`src/include/spc_defines.svh`:
```
// Register indices, field positions and reset values of the serial port
`ifndef SPC_DEFINES_SVH
`define SPC_DEFINES_SVH
// Register indices; byte address is four times the index
`define SPC_IDX_DATA     12'hF60
`define SPC_IDX_SELECT   12'hF61
`define SPC_IDX_CTRL     12'hF62
`define SPC_IDX_MODE     12'hF63
`define SPC_IDX_STATUS   12'hF64
`define SPC_IDX_RATE_HI  12'hF66
`define SPC_IDX_RATE_LO  12'hF67
`define SPC_IDX_IRQ_ST   12'hF68
`define SPC_IDX_IRQ_MASK 12'hF69
// Field positions
`define SPC_ST_TX_EMPTY  7
`define SPC_ST_RX_FULL   2
`define SPC_IRQ_TIMEOUT  0
`define SPC_IRQ_ABORT    1
`define SPC_IRQ_RX_CHAR  2
`define SPC_PIN_SCK      3
`define SPC_PIN_SS       2
`define SPC_PIN_MOSI     1
`define SPC_PIN_MISO     0
// Reset values
`define SPC_CTRL_RST     8'h00
`define SPC_MODE_RST     8'h00
`define SPC_RATE_RST     16'h0000
`define SPC_IRQ_RST      3'h0
// Bus answers
`define SPC_RESP_OKAY    2'h0
`define SPC_RESP_SLVERR  2'h2
`endif

```
`src/include/spc_pkg.sv`:
```
// Types shared by the serial port configuration block
package spc_pkg;
  typedef struct packed {
    logic irq_en;
    logic enable_dir_hi;
    logic rate_gen_ctl;
    logic phase_sel;
    logic clock_polarity_sel;
    logic open_drain_sel;
    logic controller_mode_en;
    logic enable_dir_lo;
  } spc_ctrl_type;

  typedef struct packed {
    logic [2:0] select_framing_mode;
    logic [2:0] char_length;
    logic       select_pin_direction;
    logic       select_pin_polarity;
  } spc_mode_type;

  typedef struct packed {
    logic sck;
    logic ss;
    logic mosi;
    logic miso;
  } spc_pins_type;

  typedef enum logic [1:0] {
    SPC_IDLE = 2'b01,
    SPC_BUSY = 2'b10
  } spc_xfer_type;
endpackage

```
`src/logic/spc_serial_port.sv`:
```
// Serial port control, mode, rate generator and pin logic with AXI4-Lite
// What this block does
// - With both enable bits zero the port is off; generator may run as timer.
// - Receive-only: transmit-empty never asserts, every bit sent is one.
// - Transmit-only: receive-not-empty never asserts.
// - Full duplex: transmit-empty and receive-not-empty both work normally.
// - Port off: generator bit clear stops timer, reads give reload; set runs.
// - Port on: generator bit selects reload or live counter on reads.
// - Port on as controller: generator always runs and makes the clock.
// - Port on as peripheral: generator off if bit clear, else clock time-out.
// - Phase bit picks which clock edge launches data and which samples it.
// - Open-drain bit makes all four pins drive low only, release high.
// - Controller bit clear: data out on MISO, in on MOSI, clock input.
// - Controller bit set: data out on MOSI, in on MISO, clock output.
// - Mode register: framing 7:5, length 4:2, select dir 1, polarity 0.
// - Length code zero shifts eight bits, other codes shift that many.
// - Select polarity bit makes select active low at zero, high at one.
`timescale 1ns/100ps
`default_nettype none
`include "spc_defines.svh"

module spc_serial_port #(
  parameter int ADDR_W = 14
) (
  // Clock and reset
  input  wire logic                 clk,
  input  wire logic                 nrst,
  // AXI4-Lite write channels
  input  wire logic [ADDR_W-1:0]    s_axi_awaddr,
  input  wire logic [2:0]           s_axi_awprot,
  input  wire logic                 s_axi_awvalid,
  output logic                      s_axi_awready,
  input  wire logic [31:0]          s_axi_wdata,
  input  wire logic [3:0]           s_axi_wstrb,
  input  wire logic                 s_axi_wvalid,
  output logic                      s_axi_wready,
  output logic [1:0]                s_axi_bresp,
  output logic                      s_axi_bvalid,
  input  wire logic                 s_axi_bready,
  // AXI4-Lite read channels
  input  wire logic [ADDR_W-1:0]    s_axi_araddr,
  input  wire logic [2:0]           s_axi_arprot,
  input  wire logic                 s_axi_arvalid,
  output logic                      s_axi_arready,
  output logic [31:0]               s_axi_rdata,
  output logic [1:0]                s_axi_rresp,
  output logic                      s_axi_rvalid,
  input  wire logic                 s_axi_rready,
  // Serial pins
  input  wire spc_pkg::spc_pins_type pin_in,
  output var  spc_pkg::spc_pins_type pin_out,
  output var  spc_pkg::spc_pins_type pin_oe_n,
  // Interrupt
  output logic                      irq
);
  import spc_pkg::*;

  function automatic logic [11:0] reg_index(input logic [ADDR_W-1:0] a);
    reg_index = 12'(a >> 2);
  endfunction

  function automatic logic mapped(input logic [11:0] i);
    mapped = (i >= `SPC_IDX_DATA && i <= `SPC_IDX_STATUS) ||
             (i >= `SPC_IDX_RATE_HI && i <= `SPC_IDX_IRQ_MASK);
  endfunction

  function automatic logic [3:0] char_bits(input logic [2:0] code);
    char_bits = (code == 3'h0) ? 4'h8 : {1'b0, code};
  endfunction

  ////////////////////////////////////////////////////////////////////////////
  spc_ctrl_type     ctrl;
  spc_mode_type     mode;
  spc_xfer_type     state;
  logic [15:0]      reload;
  logic [15:0]      count;
  logic             sel_value;
  logic [7:0]       tx_data;
  logic             tx_full;
  logic [7:0]       rx_data;
  logic [7:0]       rx_sh;
  logic             rx_full;
  logic [7:0]       tx_sh;
  logic             dout;
  logic             sck_q;
  logic             sel_q;
  logic [3:0]       bit_cnt;
  logic [4:0]       edge_cnt;
  logic [2:0]       irq_st;
  logic [2:0]       irq_mask;
  logic [3:0]       pin_meta;
  logic [3:0]       pin_sync;
  logic [3:0]       pin_prev;
  logic [3:0]       po;
  logic [3:0]       poe;
  logic             aw_held;
  logic             w_held;
  logic [11:0]      aw_idx;
  logic [7:0]       w_byte;
  logic             w_lane;

  ////////////////////////////////////////////////////////////////////////////
  // Bus slave: address and data taken in either order, one write at a time
  logic do_write;
  logic rd_take;
  logic [11:0] ar_idx;
  logic [7:0] rd_val;
  logic [15:0] rate_view;

  assign s_axi_awready = ~aw_held & ~s_axi_bvalid;
  assign s_axi_wready  = ~w_held & ~s_axi_bvalid;
  assign s_axi_arready = ~s_axi_rvalid;
  assign do_write      = aw_held & w_held & ~s_axi_bvalid;
  assign rd_take       = s_axi_arvalid & s_axi_arready;
  assign ar_idx        = reg_index(s_axi_araddr);

  always_ff @(posedge clk or negedge nrst)
  begin
    if (!nrst)
    begin
      aw_held <= 1'b0;
      aw_idx  <= 12'h000;
    end
    else if (s_axi_awvalid && s_axi_awready)
    begin
      aw_held <= 1'b1;
      aw_idx  <= reg_index(s_axi_awaddr);
    end
    else if (do_write)
      aw_held <= 1'b0;
  end

  always_ff @(posedge clk or negedge nrst)
  begin
    if (!nrst)
    begin
      w_held <= 1'b0;
      w_byte <= 8'h00;
      w_lane <= 1'b0;
    end
    else if (s_axi_wvalid && s_axi_wready)
    begin
      w_held <= 1'b1;
      w_byte <= s_axi_wdata[7:0];
      w_lane <= s_axi_wstrb[0];
    end
    else if (do_write)
      w_held <= 1'b0;
  end

  always_ff @(posedge clk or negedge nrst)
  begin
    if (!nrst)
    begin
      s_axi_bvalid <= 1'b0;
      s_axi_bresp  <= `SPC_RESP_OKAY;
    end
    else if (do_write)
    begin
      s_axi_bvalid <= 1'b1;
      s_axi_bresp  <= mapped(aw_idx) ? `SPC_RESP_OKAY : `SPC_RESP_SLVERR;
    end
    else if (s_axi_bready)
      s_axi_bvalid <= 1'b0;
  end

  logic wr_ok;
  assign wr_ok = do_write & w_lane;

  // Rate registers show reload or live count
  assign rate_view = ctrl.rate_gen_ctl ? count : reload;

  always_comb
  begin
    unique case (ar_idx)
      `SPC_IDX_DATA:     rd_val = rx_data;
      `SPC_IDX_SELECT:   rd_val = {7'h00, sel_value};
      `SPC_IDX_CTRL:     rd_val = ctrl;
      `SPC_IDX_MODE:     rd_val = mode;
      `SPC_IDX_STATUS:   rd_val = {ctrl.enable_dir_hi & ~tx_full, 4'h0,
                                   rx_full & ctrl.enable_dir_lo, 2'h0};
      `SPC_IDX_RATE_HI:  rd_val = rate_view[15:8];
      `SPC_IDX_RATE_LO:  rd_val = rate_view[7:0];
      `SPC_IDX_IRQ_ST:   rd_val = {5'h00, irq_st};
      `SPC_IDX_IRQ_MASK: rd_val = {5'h00, irq_mask};
      default:           rd_val = 8'h00;
    endcase
  end

  always_ff @(posedge clk or negedge nrst)
  begin
    if (!nrst)
    begin
      s_axi_rvalid <= 1'b0;
      s_axi_rdata  <= 32'h00000000;
      s_axi_rresp  <= `SPC_RESP_OKAY;
    end
    else if (rd_take)
    begin
      s_axi_rvalid <= 1'b1;
      s_axi_rdata  <= {24'h000000, rd_val};
      s_axi_rresp  <= mapped(ar_idx) ? `SPC_RESP_OKAY : `SPC_RESP_SLVERR;
    end
    else if (s_axi_rready)
      s_axi_rvalid <= 1'b0;
  end

  ////////////////////////////////////////////////////////////////////////////
  // Configuration registers
  always_ff @(posedge clk or negedge nrst)
  begin
    if (!nrst)
      ctrl <= `SPC_CTRL_RST;
    else if (wr_ok && aw_idx == `SPC_IDX_CTRL)
      ctrl <= w_byte;
  end

  always_ff @(posedge clk or negedge nrst)
  begin
    if (!nrst)
      mode <= `SPC_MODE_RST;
    else if (wr_ok && aw_idx == `SPC_IDX_MODE)
      mode <= w_byte;
  end

  always_ff @(posedge clk or negedge nrst)
  begin
    if (!nrst)
      reload <= `SPC_RATE_RST;
    else if (wr_ok && aw_idx == `SPC_IDX_RATE_HI)
      reload[15:8] <= w_byte;
    else if (wr_ok && aw_idx == `SPC_IDX_RATE_LO)
      reload[7:0] <= w_byte;
  end

  always_ff @(posedge clk or negedge nrst)
  begin
    if (!nrst)
    begin
      sel_value <= 1'b0;
      irq_mask  <= `SPC_IRQ_RST;
    end
    else if (wr_ok && aw_idx == `SPC_IDX_SELECT)
      sel_value <= w_byte[0];
    else if (wr_ok && aw_idx == `SPC_IDX_IRQ_MASK)
      irq_mask <= w_byte[2:0];
  end

  ////////////////////////////////////////////////////////////////////////////
  // Pin synchronisers; second stage is used, third stage only for clock edge detection
  always_ff @(posedge clk or negedge nrst)
  begin
    if (!nrst)
    begin
      // Released level, so no false clock or select edge follows reset
      pin_meta <= 4'hF;
      pin_sync <= 4'hF;
      pin_prev <= 4'hF;
    end
    else
    begin
      pin_meta <= pin_in;
      pin_sync <= pin_meta;
      pin_prev <= pin_sync;
    end
  end

  ////////////////////////////////////////////////////////////////////////////
  // Serial clock edges and transfer control
  logic enabled;
  logic is_ctl;
  logic rate_run;
  logic rate_tick;
  logic sel_active;
  logic edge_ev;
  logic leading;
  logic sample_ev;
  logic launch_ev;
  logic [3:0] bits;
  logic char_done;
  logic go_ctl;
  logic sel_rise;
  logic load_first;
  logic load_ev;
  logic take_tx;
  logic [7:0] load_val;
  logic din;

  assign enabled  = ctrl.enable_dir_hi | ctrl.enable_dir_lo;
  assign is_ctl   = ctrl.controller_mode_en;
  // Controller always needs the generator; otherwise the bit decides
  assign rate_run = enabled ? (is_ctl | ctrl.rate_gen_ctl)
                            : ctrl.rate_gen_ctl;
  assign rate_tick  = rate_run & (count == 16'h0000);
  assign sel_active = pin_sync[`SPC_PIN_SS] ==
                      mode.select_pin_polarity;
  assign edge_ev = is_ctl ? (state == SPC_BUSY) & rate_tick
                          : (state == SPC_BUSY) & sel_active &
                            (pin_sync[`SPC_PIN_SCK] != pin_prev[`SPC_PIN_SCK]);
  assign leading = is_ctl ? (sck_q == ctrl.clock_polarity_sel)
                          : (pin_prev[`SPC_PIN_SCK] == ctrl.clock_polarity_sel);
  assign sample_ev = edge_ev & (leading ^ ctrl.phase_sel);
  assign launch_ev = edge_ev & ~(leading ^ ctrl.phase_sel);
  assign bits      = char_bits(mode.char_length);
  assign char_done = sample_ev & (bit_cnt == bits - 4'h1);
  // A controller in receive-only never starts: it has nothing to send
  assign go_ctl    = (state == SPC_IDLE) & enabled & is_ctl &
                     ctrl.enable_dir_hi & tx_full;
  assign sel_rise  = (state == SPC_IDLE) & enabled & ~is_ctl &
                     sel_active & ~sel_q;
  assign load_first = go_ctl | sel_rise;
  assign load_ev   = load_first | (char_done & ~is_ctl);
  assign take_tx   = load_ev & tx_full & ctrl.enable_dir_hi;
  assign load_val  = 8'((take_tx ? tx_data : 8'hFF) << (4'h8 - bits));
  assign din       = is_ctl ? pin_sync[`SPC_PIN_MISO]
                            : pin_sync[`SPC_PIN_MOSI];

  always_ff @(posedge clk or negedge nrst)
  begin
    if (!nrst)
      state <= SPC_IDLE;
    else
    begin
      unique case (state)
        SPC_IDLE:
          if (load_first)
            state <= SPC_BUSY;
        SPC_BUSY:
          if (!enabled || (!is_ctl && !sel_active) ||
              (is_ctl && edge_ev &&
               edge_cnt == 5'({bits, 1'b0}) - 5'h01))
            state <= SPC_IDLE;
      endcase
    end
  end

  always_ff @(posedge clk or negedge nrst)
  begin
    if (!nrst)
    begin
      sck_q    <= 1'b0;
      sel_q    <= 1'b0;
      edge_cnt <= 5'h00;
      bit_cnt  <= 4'h0;
    end
    else
    begin
      sel_q <= sel_active;
      if (state == SPC_IDLE)
        sck_q <= ctrl.clock_polarity_sel;
      else if (is_ctl && edge_ev)
        sck_q <= ~sck_q;
      if (load_first)
        edge_cnt <= 5'h00;
      else if (edge_ev)
        edge_cnt <= edge_cnt + 5'h01;
      if (load_ev || char_done)
        bit_cnt <= 4'h0;
      else if (sample_ev)
        bit_cnt <= bit_cnt + 4'h1;
    end
  end

  // Shifters; first bit is preset only when the edge that launches it
  // would otherwise already be past
  always_ff @(posedge clk or negedge nrst)
  begin
    if (!nrst)
    begin
      tx_sh <= 8'hFF;
      dout  <= 1'b1;
      rx_sh <= 8'h00;
    end
    else
    begin
      if (load_ev && load_first && !ctrl.phase_sel)
      begin
        dout  <= load_val[7];
        tx_sh <= {load_val[6:0], 1'b1};
      end
      else if (load_ev)
        tx_sh <= load_val;
      else if (launch_ev)
      begin
        dout  <= tx_sh[7];
        tx_sh <= {tx_sh[6:0], 1'b1};
      end
      if (sample_ev)
        rx_sh <= {rx_sh[6:0], din};
    end
  end

  ////////////////////////////////////////////////////////////////////////////
  // Data buffers; a new event wins over a clear in the same cycle
  always_ff @(posedge clk or negedge nrst)
  begin
    if (!nrst)
    begin
      tx_data <= 8'h00;
      tx_full <= 1'b0;
    end
    else if (wr_ok && aw_idx == `SPC_IDX_DATA)
    begin
      tx_data <= w_byte;
      tx_full <= 1'b1;
    end
    else if (take_tx || !ctrl.enable_dir_hi)
      tx_full <= 1'b0;
  end

  always_ff @(posedge clk or negedge nrst)
  begin
    if (!nrst)
    begin
      rx_data <= 8'h00;
      rx_full <= 1'b0;
    end
    else if (char_done && ctrl.enable_dir_lo)
    begin
      rx_data <= {rx_sh[6:0], din};
      rx_full <= 1'b1;
    end
    else if ((rd_take && ar_idx == `SPC_IDX_DATA) || !ctrl.enable_dir_lo)
      rx_full <= 1'b0;
  end

  ////////////////////////////////////////////////////////////////////////////
  // Rate generator: half period of the controller clock is reload plus one
  always_ff @(posedge clk or negedge nrst)
  begin
    if (!nrst)
      count <= `SPC_RATE_RST;
    else if (!rate_run || rate_tick)
      count <= reload;
    else if (enabled && (state == SPC_IDLE || (!is_ctl && edge_ev)))
      count <= reload;
    else
      count <= count - 16'h0001;
  end

  // Interrupt status, write one to clear
  logic [2:0] irq_set;
  assign irq_set[`SPC_IRQ_TIMEOUT] = rate_tick & ~enabled;
  assign irq_set[`SPC_IRQ_ABORT]   = rate_tick & enabled & ~is_ctl &
                                     (state == SPC_BUSY) &
                                     (bit_cnt != 4'h0);
  assign irq_set[`SPC_IRQ_RX_CHAR] = char_done & ctrl.enable_dir_lo;

  always_ff @(posedge clk or negedge nrst)
  begin
    if (!nrst)
      irq_st <= `SPC_IRQ_RST;
    else if (wr_ok && aw_idx == `SPC_IDX_IRQ_ST)
      irq_st <= (irq_st & ~w_byte[2:0]) | irq_set;
    else
      irq_st <= irq_st | irq_set;
  end

  assign irq = |(irq_st & irq_mask);

  ////////////////////////////////////////////////////////////////////////////
  // Pin drivers; open drain never drives a high
  logic [3:0] drv;
  logic [3:0] val;
  logic       tx_bit;

  assign tx_bit = ctrl.enable_dir_hi ? dout : 1'b1;
  assign drv[`SPC_PIN_SCK]  = enabled & is_ctl;
  assign drv[`SPC_PIN_MOSI] = enabled & is_ctl;
  assign drv[`SPC_PIN_MISO] = enabled & ~is_ctl & sel_active;
  assign drv[`SPC_PIN_SS]   = enabled & mode.select_pin_direction;
  assign val[`SPC_PIN_SCK]  = sck_q;
  assign val[`SPC_PIN_MOSI] = tx_bit;
  assign val[`SPC_PIN_MISO] = tx_bit;
  assign val[`SPC_PIN_SS]   = mode.select_pin_polarity ? sel_value
                                                       : ~sel_value;

  for (genvar i = 0; i < 4; i++)
  begin : g_pin
    always_ff @(posedge clk or negedge nrst)
    begin
      if (!nrst)
      begin
        po[i]  <= 1'b0;
        poe[i] <= 1'b1;
      end
      else
      begin
        po[i]  <= val[i] & ~ctrl.open_drain_sel;
        poe[i] <= ~(drv[i] & (~ctrl.open_drain_sel | ~val[i]));
      end
    end
  end

  assign pin_out  = po;
  assign pin_oe_n = poe;

  ////////////////////////////////////////////////////////////////////////////
  AST_OFF_RELEASED:
    assert property (@(posedge clk) disable iff (!nrst)
      !enabled ##1 !enabled |-> poe == 4'hF)
    else $error("pins driven while port disabled");
  AST_RXONLY_ONES:
    assert property (@(posedge clk) disable iff (!nrst)
      (ctrl.enable_dir_lo && !ctrl.enable_dir_hi && !ctrl.open_drain_sel)
      |=> po[`SPC_PIN_MISO] && po[`SPC_PIN_MOSI])
    else $error("receive-only sent a zero");
  AST_TXONLY_NO_RX:
    assert property (@(posedge clk) disable iff (!nrst)
      (!ctrl.enable_dir_lo && char_done) |=> !rx_full)
    else $error("receive flag set in transmit-only");
  AST_DUPLEX_FLAGS:
    assert property (@(posedge clk) disable iff (!nrst)
      (ctrl.enable_dir_hi && wr_ok && aw_idx == `SPC_IDX_DATA)
      |=> tx_full ##1 1'b1)
    else $error("transmit buffer not marked full");
  AST_RATE_READ:
    assert property (@(posedge clk) disable iff (!nrst)
      (rd_take && ar_idx == `SPC_IDX_RATE_LO) |=> s_axi_rdata[7:0] ==
      ($past(ctrl.rate_gen_ctl) ? $past(count[7:0]) : $past(reload[7:0])))
    else $error("rate register read wrong source");
  AST_CTL_GEN_RUNS:
    assert property (@(posedge clk) disable iff (!nrst)
      (enabled && is_ctl && count == 16'h0000) |=> count == $past(reload))
    else $error("generator did not reload for controller");
  AST_PERI_GEN_OFF:
    assert property (@(posedge clk) disable iff (!nrst)
      (enabled && !is_ctl && !ctrl.rate_gen_ctl) |=> count == $past(reload))
    else $error("generator ran as peripheral with bit clear");
  AST_TIMER_IRQ:
    assert property (@(posedge clk) disable iff (!nrst)
      (!enabled && ctrl.rate_gen_ctl && count == 16'h0000)
      |=> irq_st[`SPC_IRQ_TIMEOUT] && count == $past(reload))
    else $error("timer time-out missed");
  AST_IDLE_POLARITY:
    assert property (@(posedge clk) disable iff (!nrst)
      (state == SPC_IDLE && !ctrl.open_drain_sel) ##1
      (state == SPC_IDLE && $stable(ctrl))
      |=> po[`SPC_PIN_SCK] == $past(ctrl.clock_polarity_sel, 2))
    else $error("serial clock idle level wrong");
  AST_OPEN_DRAIN:
    assert property (@(posedge clk) disable iff (!nrst)
      ctrl.open_drain_sel |=> po == 4'h0)
    else $error("open drain pin driven high");
  AST_CTL_DIRS:
    assert property (@(posedge clk) disable iff (!nrst)
      (enabled && is_ctl && !ctrl.open_drain_sel) |=>
      !poe[`SPC_PIN_SCK] && !poe[`SPC_PIN_MOSI] && poe[`SPC_PIN_MISO])
    else $error("controller pin directions wrong");
  AST_PERI_DIRS:
    assert property (@(posedge clk) disable iff (!nrst)
      (enabled && !is_ctl) |=> poe[`SPC_PIN_SCK] && poe[`SPC_PIN_MOSI])
    else $error("peripheral drove clock or MOSI");
  AST_SELECT_LEVEL:
    assert property (@(posedge clk) disable iff (!nrst)
      (drv[`SPC_PIN_SS] && !ctrl.open_drain_sel) |=>
      po[`SPC_PIN_SS] == ($past(mode.select_pin_polarity) ~^ $past(sel_value)))
    else $error("select pin polarity wrong");
  AST_CHAR_LENGTH:
    assert property (@(posedge clk) disable iff (!nrst)
      (char_done && is_ctl) |-> edge_cnt + 5'h02 ==
      ((mode.char_length == 3'h0) ? 5'h10 : {1'b0, mode.char_length, 1'b0})
      + {4'h0, ctrl.phase_sel})
    else $error("character length wrong");
endmodule
`default_nettype wire

```
`config.mk`:
```
export PLATFORM = sky130hd
export DESIGN_NAME = spc_serial_port
export DESIGN_NICKNAME = d
export VERILOG_FILES = /design/src/include/spc_pkg.sv /design/src/logic/spc_serial_port.sv
export VERILOG_INCLUDE_DIRS = /design/src /design/src/include
export SDC_FILE = /design/constraint.sdc
export NUM_CORES = 1
export LEC_CHECK = 0
export BUFFER_PORTS_ARGS = -buffer_cell sky130_fd_sc_hd__buf_2
export CORE_MARGIN = 2
export CORE_UTILIZATION = 60
export DETAILED_ROUTE_END_ITERATION = 10
export PLACE_DENSITY = 0.8
export SKIP_CTS_REPAIR_TIMING = 1
export SYNTH_ARGS = -nofsm -noshare
export SYNTH_HDL_FRONTEND = slang
export SYNTH_SLANG_ARGS = --single-unit
```
`constraint.sdc`:
```
create_clock -name clk -period 7.6 [get_ports clk]
set_clock_uncertainty 0.15 [all_clocks]
set_input_delay 1.14 -clock clk [delete_from_list [all_inputs] [get_ports clk]]
set_output_delay 1.14 -clock clk [all_outputs]
set_load 0.005 [all_outputs]
```
# After elaboration in Yosys (flattened, before gate mapping)
# Index checks and enable logic that the tools add are counted.
[totals]
input_bits = 81
elab_cells = 267
output_inout_bits = 50
latchBits = 0
n_memories = 0
ramBits = 0
ff_bits = 158
rom_bits = 0
[op_classes]
n_div = 0
mux = 41
n_reduce_logical = 58
n_mul = 0
add_sub_neg = 6
n_lt_le_gt_ge = 8
shifts = 1
n_eq_ne = 28
bitwise_logic = 75
[op_table]
columns = ["cell", "n"]
rows = [
  ["$eq A12 B12 Y1 const B", 17],
  ["$pmux W8 S9", 1],
  ["$ge A12 B12 Y1 const B", 4],
  ["$le A12 B12 Y1 const B", 4],
  ["$mux W16", 3],
  ["$and A1 B1 Y1", 42],
  ["$mux W8", 4],
  ["$logic_and A1 B1 Y1", 23],
  ["$mux W1", 22],
  ["$not A1 Y1", 20],
  ["$reduce_bool A2 Y1", 10],
  ["$logic_not A16 Y1", 1],
  ["$sub A16 B1 Y16 const B", 1],
  ["$mux W4", 3],
  ["$mux W5", 2],
  ["$logic_or A1 B1 Y1", 9],
  ["$mux W2", 4],
  ["$reduce_and A2 Y1", 4],
  ["$shl A8 B4 Y8", 1],
  ["$logic_not A1 Y1", 7],
  ["$or A1 B1 Y1", 7],
  ["$and A3 B3 Y3", 2],
  ["$or A3 B3 Y3", 2],
  ["$add A5 B1 Y5 const B", 1],
  ["20 further kinds", 23],
]

# Logic depth before layout (Yosys ltp)
[depth]
ltp_word = 15
mapped_depth = 11
depth_no_buf = 8

# Worst setup path before layout
# No wires, ideal clock.
[synth_path]
kind = "register -> register"
start = "register mode[2] (netlist name)"
end = "register tx_sh[7]"
stages_incl_launch_ff = 12
period_less_slack_ps = 2777
path_slack_ps = 4823
arrival_ps = 2539
path_buffers = 3
cell_sequence = "dfrtp_1 buf_4 clkbuf_1 inv_1 ha_1 clkbuf_1 or3_1 a311oi_1 a311oi_1 or3_1 o211ai_1 mux2i_1"
[synth_between]
elab_chain_cells = 13
[synth_lines]
columns = ["item", "line_no", "source"]
rows = [
  ["start: declaration", "spc_serial_port.sv:73", "spc_mode_type mode;"],
  ["start signal: assignment", "spc_serial_port.sv:221", "mode <= `SPC_MODE_RST;"],
  ["start signal: assignment", "spc_serial_port.sv:223", "mode <= w_byte;"],
  ["$logic_not A3 Y1", "spc_serial_port.sv:68", "char_bits = (code == 3'h0) ? 4'h8 : {1'b0, code};"],
  ["$mux W4 (*)", "spc_serial_port.sv:68", ""],
  ["$sub A4 B1 Y4", "spc_serial_port.sv:305", "assign char_done = sample_ev & (bit_cnt == bits - 4'h1);"],
  ["$eq A4 B4 Y1", "spc_serial_port.sv:305", ""],
  ["$and A1 B1 Y1", "spc_serial_port.sv:305", ""],
  ["$and A1 B1 Y1", "spc_serial_port.sv:312", "assign load_ev = load_first | (char_done & ~is_ctl);"],
  ["$or A1 B1 Y1", "spc_serial_port.sv:312", ""],
  ["$and A1 B1 Y1 (2 in a row)", "spc_serial_port.sv:313", "assign take_tx = load_ev & tx_full & ctrl.enable_dir_hi;"],
  ["$mux W8", "spc_serial_port.sv:314", "assign load_val = 8'((take_tx ? tx_data : 8'hFF) << (4'h8 - bits));"],
  ["$shl A8 B4 Y8", "spc_serial_port.sv:314", ""],
  ["$mux W8", "spc_serial_port.sv:381", "else if (load_ev)"],
  ["$mux W8", "spc_serial_port.sv:376", "if (load_ev && load_first && !ctrl.phase_sel)"],
  ["end signal: assignment", "spc_serial_port.sv:379", "tx_sh <= {load_val[6:0], 1'b1};"],
  ["end signal: assignment", "spc_serial_port.sv:382", "tx_sh <= load_val;"],
  ["end signal: assignment", "spc_serial_port.sv:386", "tx_sh <= {tx_sh[6:0], 1'b1};"],
  ["end: declaration", "spc_serial_port.sv:83", "logic [7:0] tx_sh;"],
]
# Every way passes the cells marked *; elsewhere a longest branch is shown, timed or not.
# A chain may end at the register's enable or synchronous reset.

# Worst setup path in the final report
[layout_path]
start = "register mode[2] (netlist name)"
end = "register tx_sh[5]"
# The elaborated chain is that of the path after synthesis.

==> flow_metrics.env <==
export IMPL_status="finished clean"
export IMPL_die_w_um=119
export IMPL_synth_xor_area_share_pct=3.86
export IMPL_grt_pass1_vias=5934
export IMPL_synth_compound_area_share_pct=13.0
export IMPL_syn_area_per_cell_um2=10.6
export IMPL_yosysSeqAreaShare_pct=48.6
export IMPL_synth_async_reset_ratio_pct=100
export IMPL_wl_met3_um=1220
export IMPL_timing_critical_path_buf_inv=1
export IMPL_clockBufferDepth=2
export IMPL_reg2reg_slack_ns=3.98
export IMPL_yosys_warnings=0
export IMPL_cp_cell_sequence="inv_1 > ha_1 > xor3_1 > nor4_4 > a32oi_2 > o21ai_0 > a211oi_1 > a211o_1"
export IMPL_drive_above_1_share_pct=25.5
export IMPL_core_region_area_um2=13100
export IMPL_antenna_found_initial=1
export IMPL_syn_cell_area_um2=7930
export IMPL_hold_viol_final=0
export IMPL_multi_input_area_um2=3760
export IMPL_min_period_ns=3.62
export IMPL_synthMuxAreaShare_pct=13.1
export IMPL_htreeDepth=4
export IMPL_start_util_pct=60.6
export IMPL_start_kind="flop"
export IMPL_synth_seq_cells=153
export IMPL_crit_path_start="mode[2]$_DFFE_PN0P_"
export IMPL_insertion_delay_ns=0.44
export IMPL_synth_cell_types=77
export IMPL_via_count=5969
export IMPL_cp_top_family="compound AO/OA/AOI/OAI gates"
export IMPL_cp_depth=8
export IMPL_fin_crit_sh_pct=47.7
export IMPL_critPathKind="flop to flop"
export IMPL_syn_inst=746
export IMPL_final_nets=887
export IMPL_synth_top_family_by_area="simple AND/OR/NAND/NOR gates"
export IMPL_grt_usage_pct=28.2
export IMPL_grt_pass1_wl_um=30700
export IMPL_cts_tree="yes"
export IMPL_fmaxAchievable_mhz=276
export IMPL_clk_pin_slew_ns=0.06
export IMPL_dieArea_um2=14200
export IMPL_drtIter0Drc=467
export IMPL_powerDensity_nw_per_um2=264
export IMPL_max_cap_violations=0
export IMPL_routedLengthMet1_um=8110
export IMPL_slew_headroom_pct=29.8
export IMPL_dr_max_layer_used="met4"
export IMPL_met2WireLength_um=9120
export IMPL_dp_hpwl_um=13500
export IMPL_antenna_left=0
export IMPL_leakage_uw=0.00395
export IMPL_die_y_um=119
export IMPL_nFillCells=987
export IMPL_endpoint="tx_sh[5]$_DFFE_PN1P_"
export IMPL_viasPerCell=6.03
export IMPL_r2r_start="mode[2]$_DFFE_PN0P_"
export IMPL_drtPass1Iterations=6
export IMPL_critical_path_max_stage_delay_ns=0.87
export IMPL_end_kind="flop"
export IMPL_gp_congestion=0.827
export IMPL_synthSimpleGateAreaFrac_pct=15.0
export IMPL_clock_sinks=153
export IMPL_reg2reg_to="tx_sh[5]$_DFFE_PN1P_"
export IMPL_root_buffer="clkbuf_16"
export IMPL_grt_overflow=0
export IMPL_setup_viol=0
export IMPL_cp_data_required_time_ns=7.81
export IMPL_synthAdderAreaFrac_pct=0.947
export IMPL_io_buffers=67
export IMPL_stdcell_area_um2=8870
export IMPL_slowest_stage="dfrtp_1"
export IMPL_grt_start_max_net_pins=83
export IMPL_drv_slew=0
export IMPL_drc_errors=0
export IMPL_synth_enable_flop_cells=0
export IMPL_worst_ir_drop_vdd_uv=281
export IMPL_worst_pin_slew_ns=1.04
export IMPL_synthToLayoutAreaGrowth_pct=11.9
export IMPL_num_rows=42
export IMPL_cts_made_buffers=17
export IMPL_dpl_cell_area_um2=8280
export IMPL_critPathMaxFanout=18
export IMPL_wl_um=19100
export IMPL_finalSetupTns_ns=0
export IMPL_routedWlPerCell_um=19.3
export IMPL_top_level_ports=131
export IMPL_r2r_cells=8
export IMPL_arrival_ns=3.83
export IMPL_hold_class="flop to flop"
export IMPL_rsz0062_at_grt="false"
export IMPL_seq_area_um2=3860
export IMPL_synth_ff_type="dfrtp_1"
## kinds of logic (layout without fill, tap and decap cells)
family,count (synthesis),in the layout
fa+ha+maj,6,6
other cells,1,27
simple gates,220,220
flops,153,153
mux,94,94
xor+xnor,30,30
buf+inv,83,125
compound gates,159,159
## sequential cells by signal, indices dropped and copies added (netlist names), 2 cells and up
| register | cells |
|---|---|
| aw_idx | 12 |
| bit_cnt | 4 |
| mode | 8 |
| reload | 16 |
| irq_mask | 3 |
| pin_oe_n | 4 |
| pin_out | 3 |
| state | 2 |
| tx_data | 8 |
| rx_data | 8 |
| s_axi_rdata | 8 |
| ctrl | 7 |
| rx_sh | 7 |
| count | 16 |
| tx_sh | 8 |
| edge_cnt | 5 |
| pin_sync | 4 |
| pin_meta | 4 |
| irq_st | 3 |
| w_byte | 8 |
## routing by layer
metal  up-vias  track usage [%]
li1       2757                -
met1      2910             37.3
met2       257             45.0
met3        45             6.32
met4         0             12.1
met5         -                0
## metrics by stage
stage	hold slack [ns]	std cells	setup slack, ns	utilization, %	power (uW)
final	0.205	990	3.98	67.8	2340
after global routing	0.210	990	3.76	67.8	2450
after CTS	0.206	989	4.00	67.8	2350
after detailed placement	0.197	957	4.04	63.3	1490
after global placement	0.195	957	4.15	63.3	1460
after floorplan	0.195	771	4.82	-	1350
## cell usage after synthesis, types with 3 or more instances
master / n / area share (%)
buf_2: 5 / 0.32
nand4_1: 9 / 0.71
a21o_1: 3 / 0.28
a221oi_1: 4 / 0.44
a211oi_1: 6 / 0.57
inv_1: 24 / 1.1
o22a_1: 3 / 0.33
nor2b_1: 6 / 0.47
o211ai_1: 4 / 0.38
mux2i_1: 32 / 4.0
o2111ai_1: 4 / 0.44
nor3_1: 14 / 0.88
nor3b_1: 4 / 0.38
o22ai_1: 3 / 0.24
o31ai_1: 4 / 0.38
nand3_1: 27 / 1.7
dfrtp_1: 130 / 41
nor4_4: 3 / 0.80
nor4_1: 5 / 0.39
clkbuf_1: 23 / 1.1
nand2b_1: 5 / 0.39
dfstp_2: 23 / 7.6
or4_1: 5 / 0.47
or3_1: 4 / 0.32
nor2_1: 36 / 1.7
ha_1: 6 / 0.95
buf_1: 3 / 0.14
xor2_1: 10 / 1.1
and3_1: 3 / 0.24
a31oi_1: 7 / 0.55
a22o_1: 3 / 0.33
buf_4: 28 / 2.7
a21oi_1: 24 / 1.5
xnor2_1: 16 / 1.8
nand2_1: 76 / 3.6
mux2_2: 60 / 8.5
o21ai_0: 70 / 4.4
## cells in the final DEF, fill, tap and decap left out, drive strengths merged, types with 15 or more instances in the layout
cell,n
nand2,77
a21oi,24
inv,32
nand3,27
nor3,15
o21ai,70
mux2i,32
mux2,60
xnor2,16
buf,69
dfstp,23
clkbuf,18
nor2,36
conb,26
dfrtp,130
## final cells by class
type | instances | area share, %
Sequential cell | 153 | 43.5
Timing Repair Buffer | 69 | 4.02
Antenna cell | 1 | 0.0282
Multi-Input combinational cell | 535 | 42.3
Tap cell | 176 | 2.48
Inverter | 24 | 1.02
Clock inverter | 14 | 1.82
Clock buffer | 18 | 4.84
## how the worst min path moves through the flow
stage                                from               endpoint  slack, ns  cells after the start
global route        pin_meta[0]$_DFF_PN1_  pin_sync[0]$_DFF_PN1_       0.21                      0
CTS                 pin_meta[1]$_DFF_PN1_  pin_sync[1]$_DFF_PN1_       0.21                      0
floorplan           pin_meta[0]$_DFF_PN1_  pin_sync[0]$_DFF_PN1_       0.20                      0
detailed placement  pin_meta[1]$_DFF_PN1_  pin_sync[1]$_DFF_PN1_       0.20                      0
finish              pin_meta[1]$_DFF_PN1_  pin_sync[1]$_DFF_PN1_       0.21                      0
global placement    pin_meta[2]$_DFF_PN1_  pin_sync[2]$_DFF_PN1_       0.20                      0
## power by group
| group | switching (uW) | internal, uW | total, uW |
|---|---|---|---|
| Combinational | 198 | 177 | 375 |
| Sequential | 154 | 955 | 1110 |
| Clock | 365 | 492 | 857 |
| Total | 717 | 1620 | 2340 |
No activity file was read; power rests on OpenSTA's default activity.
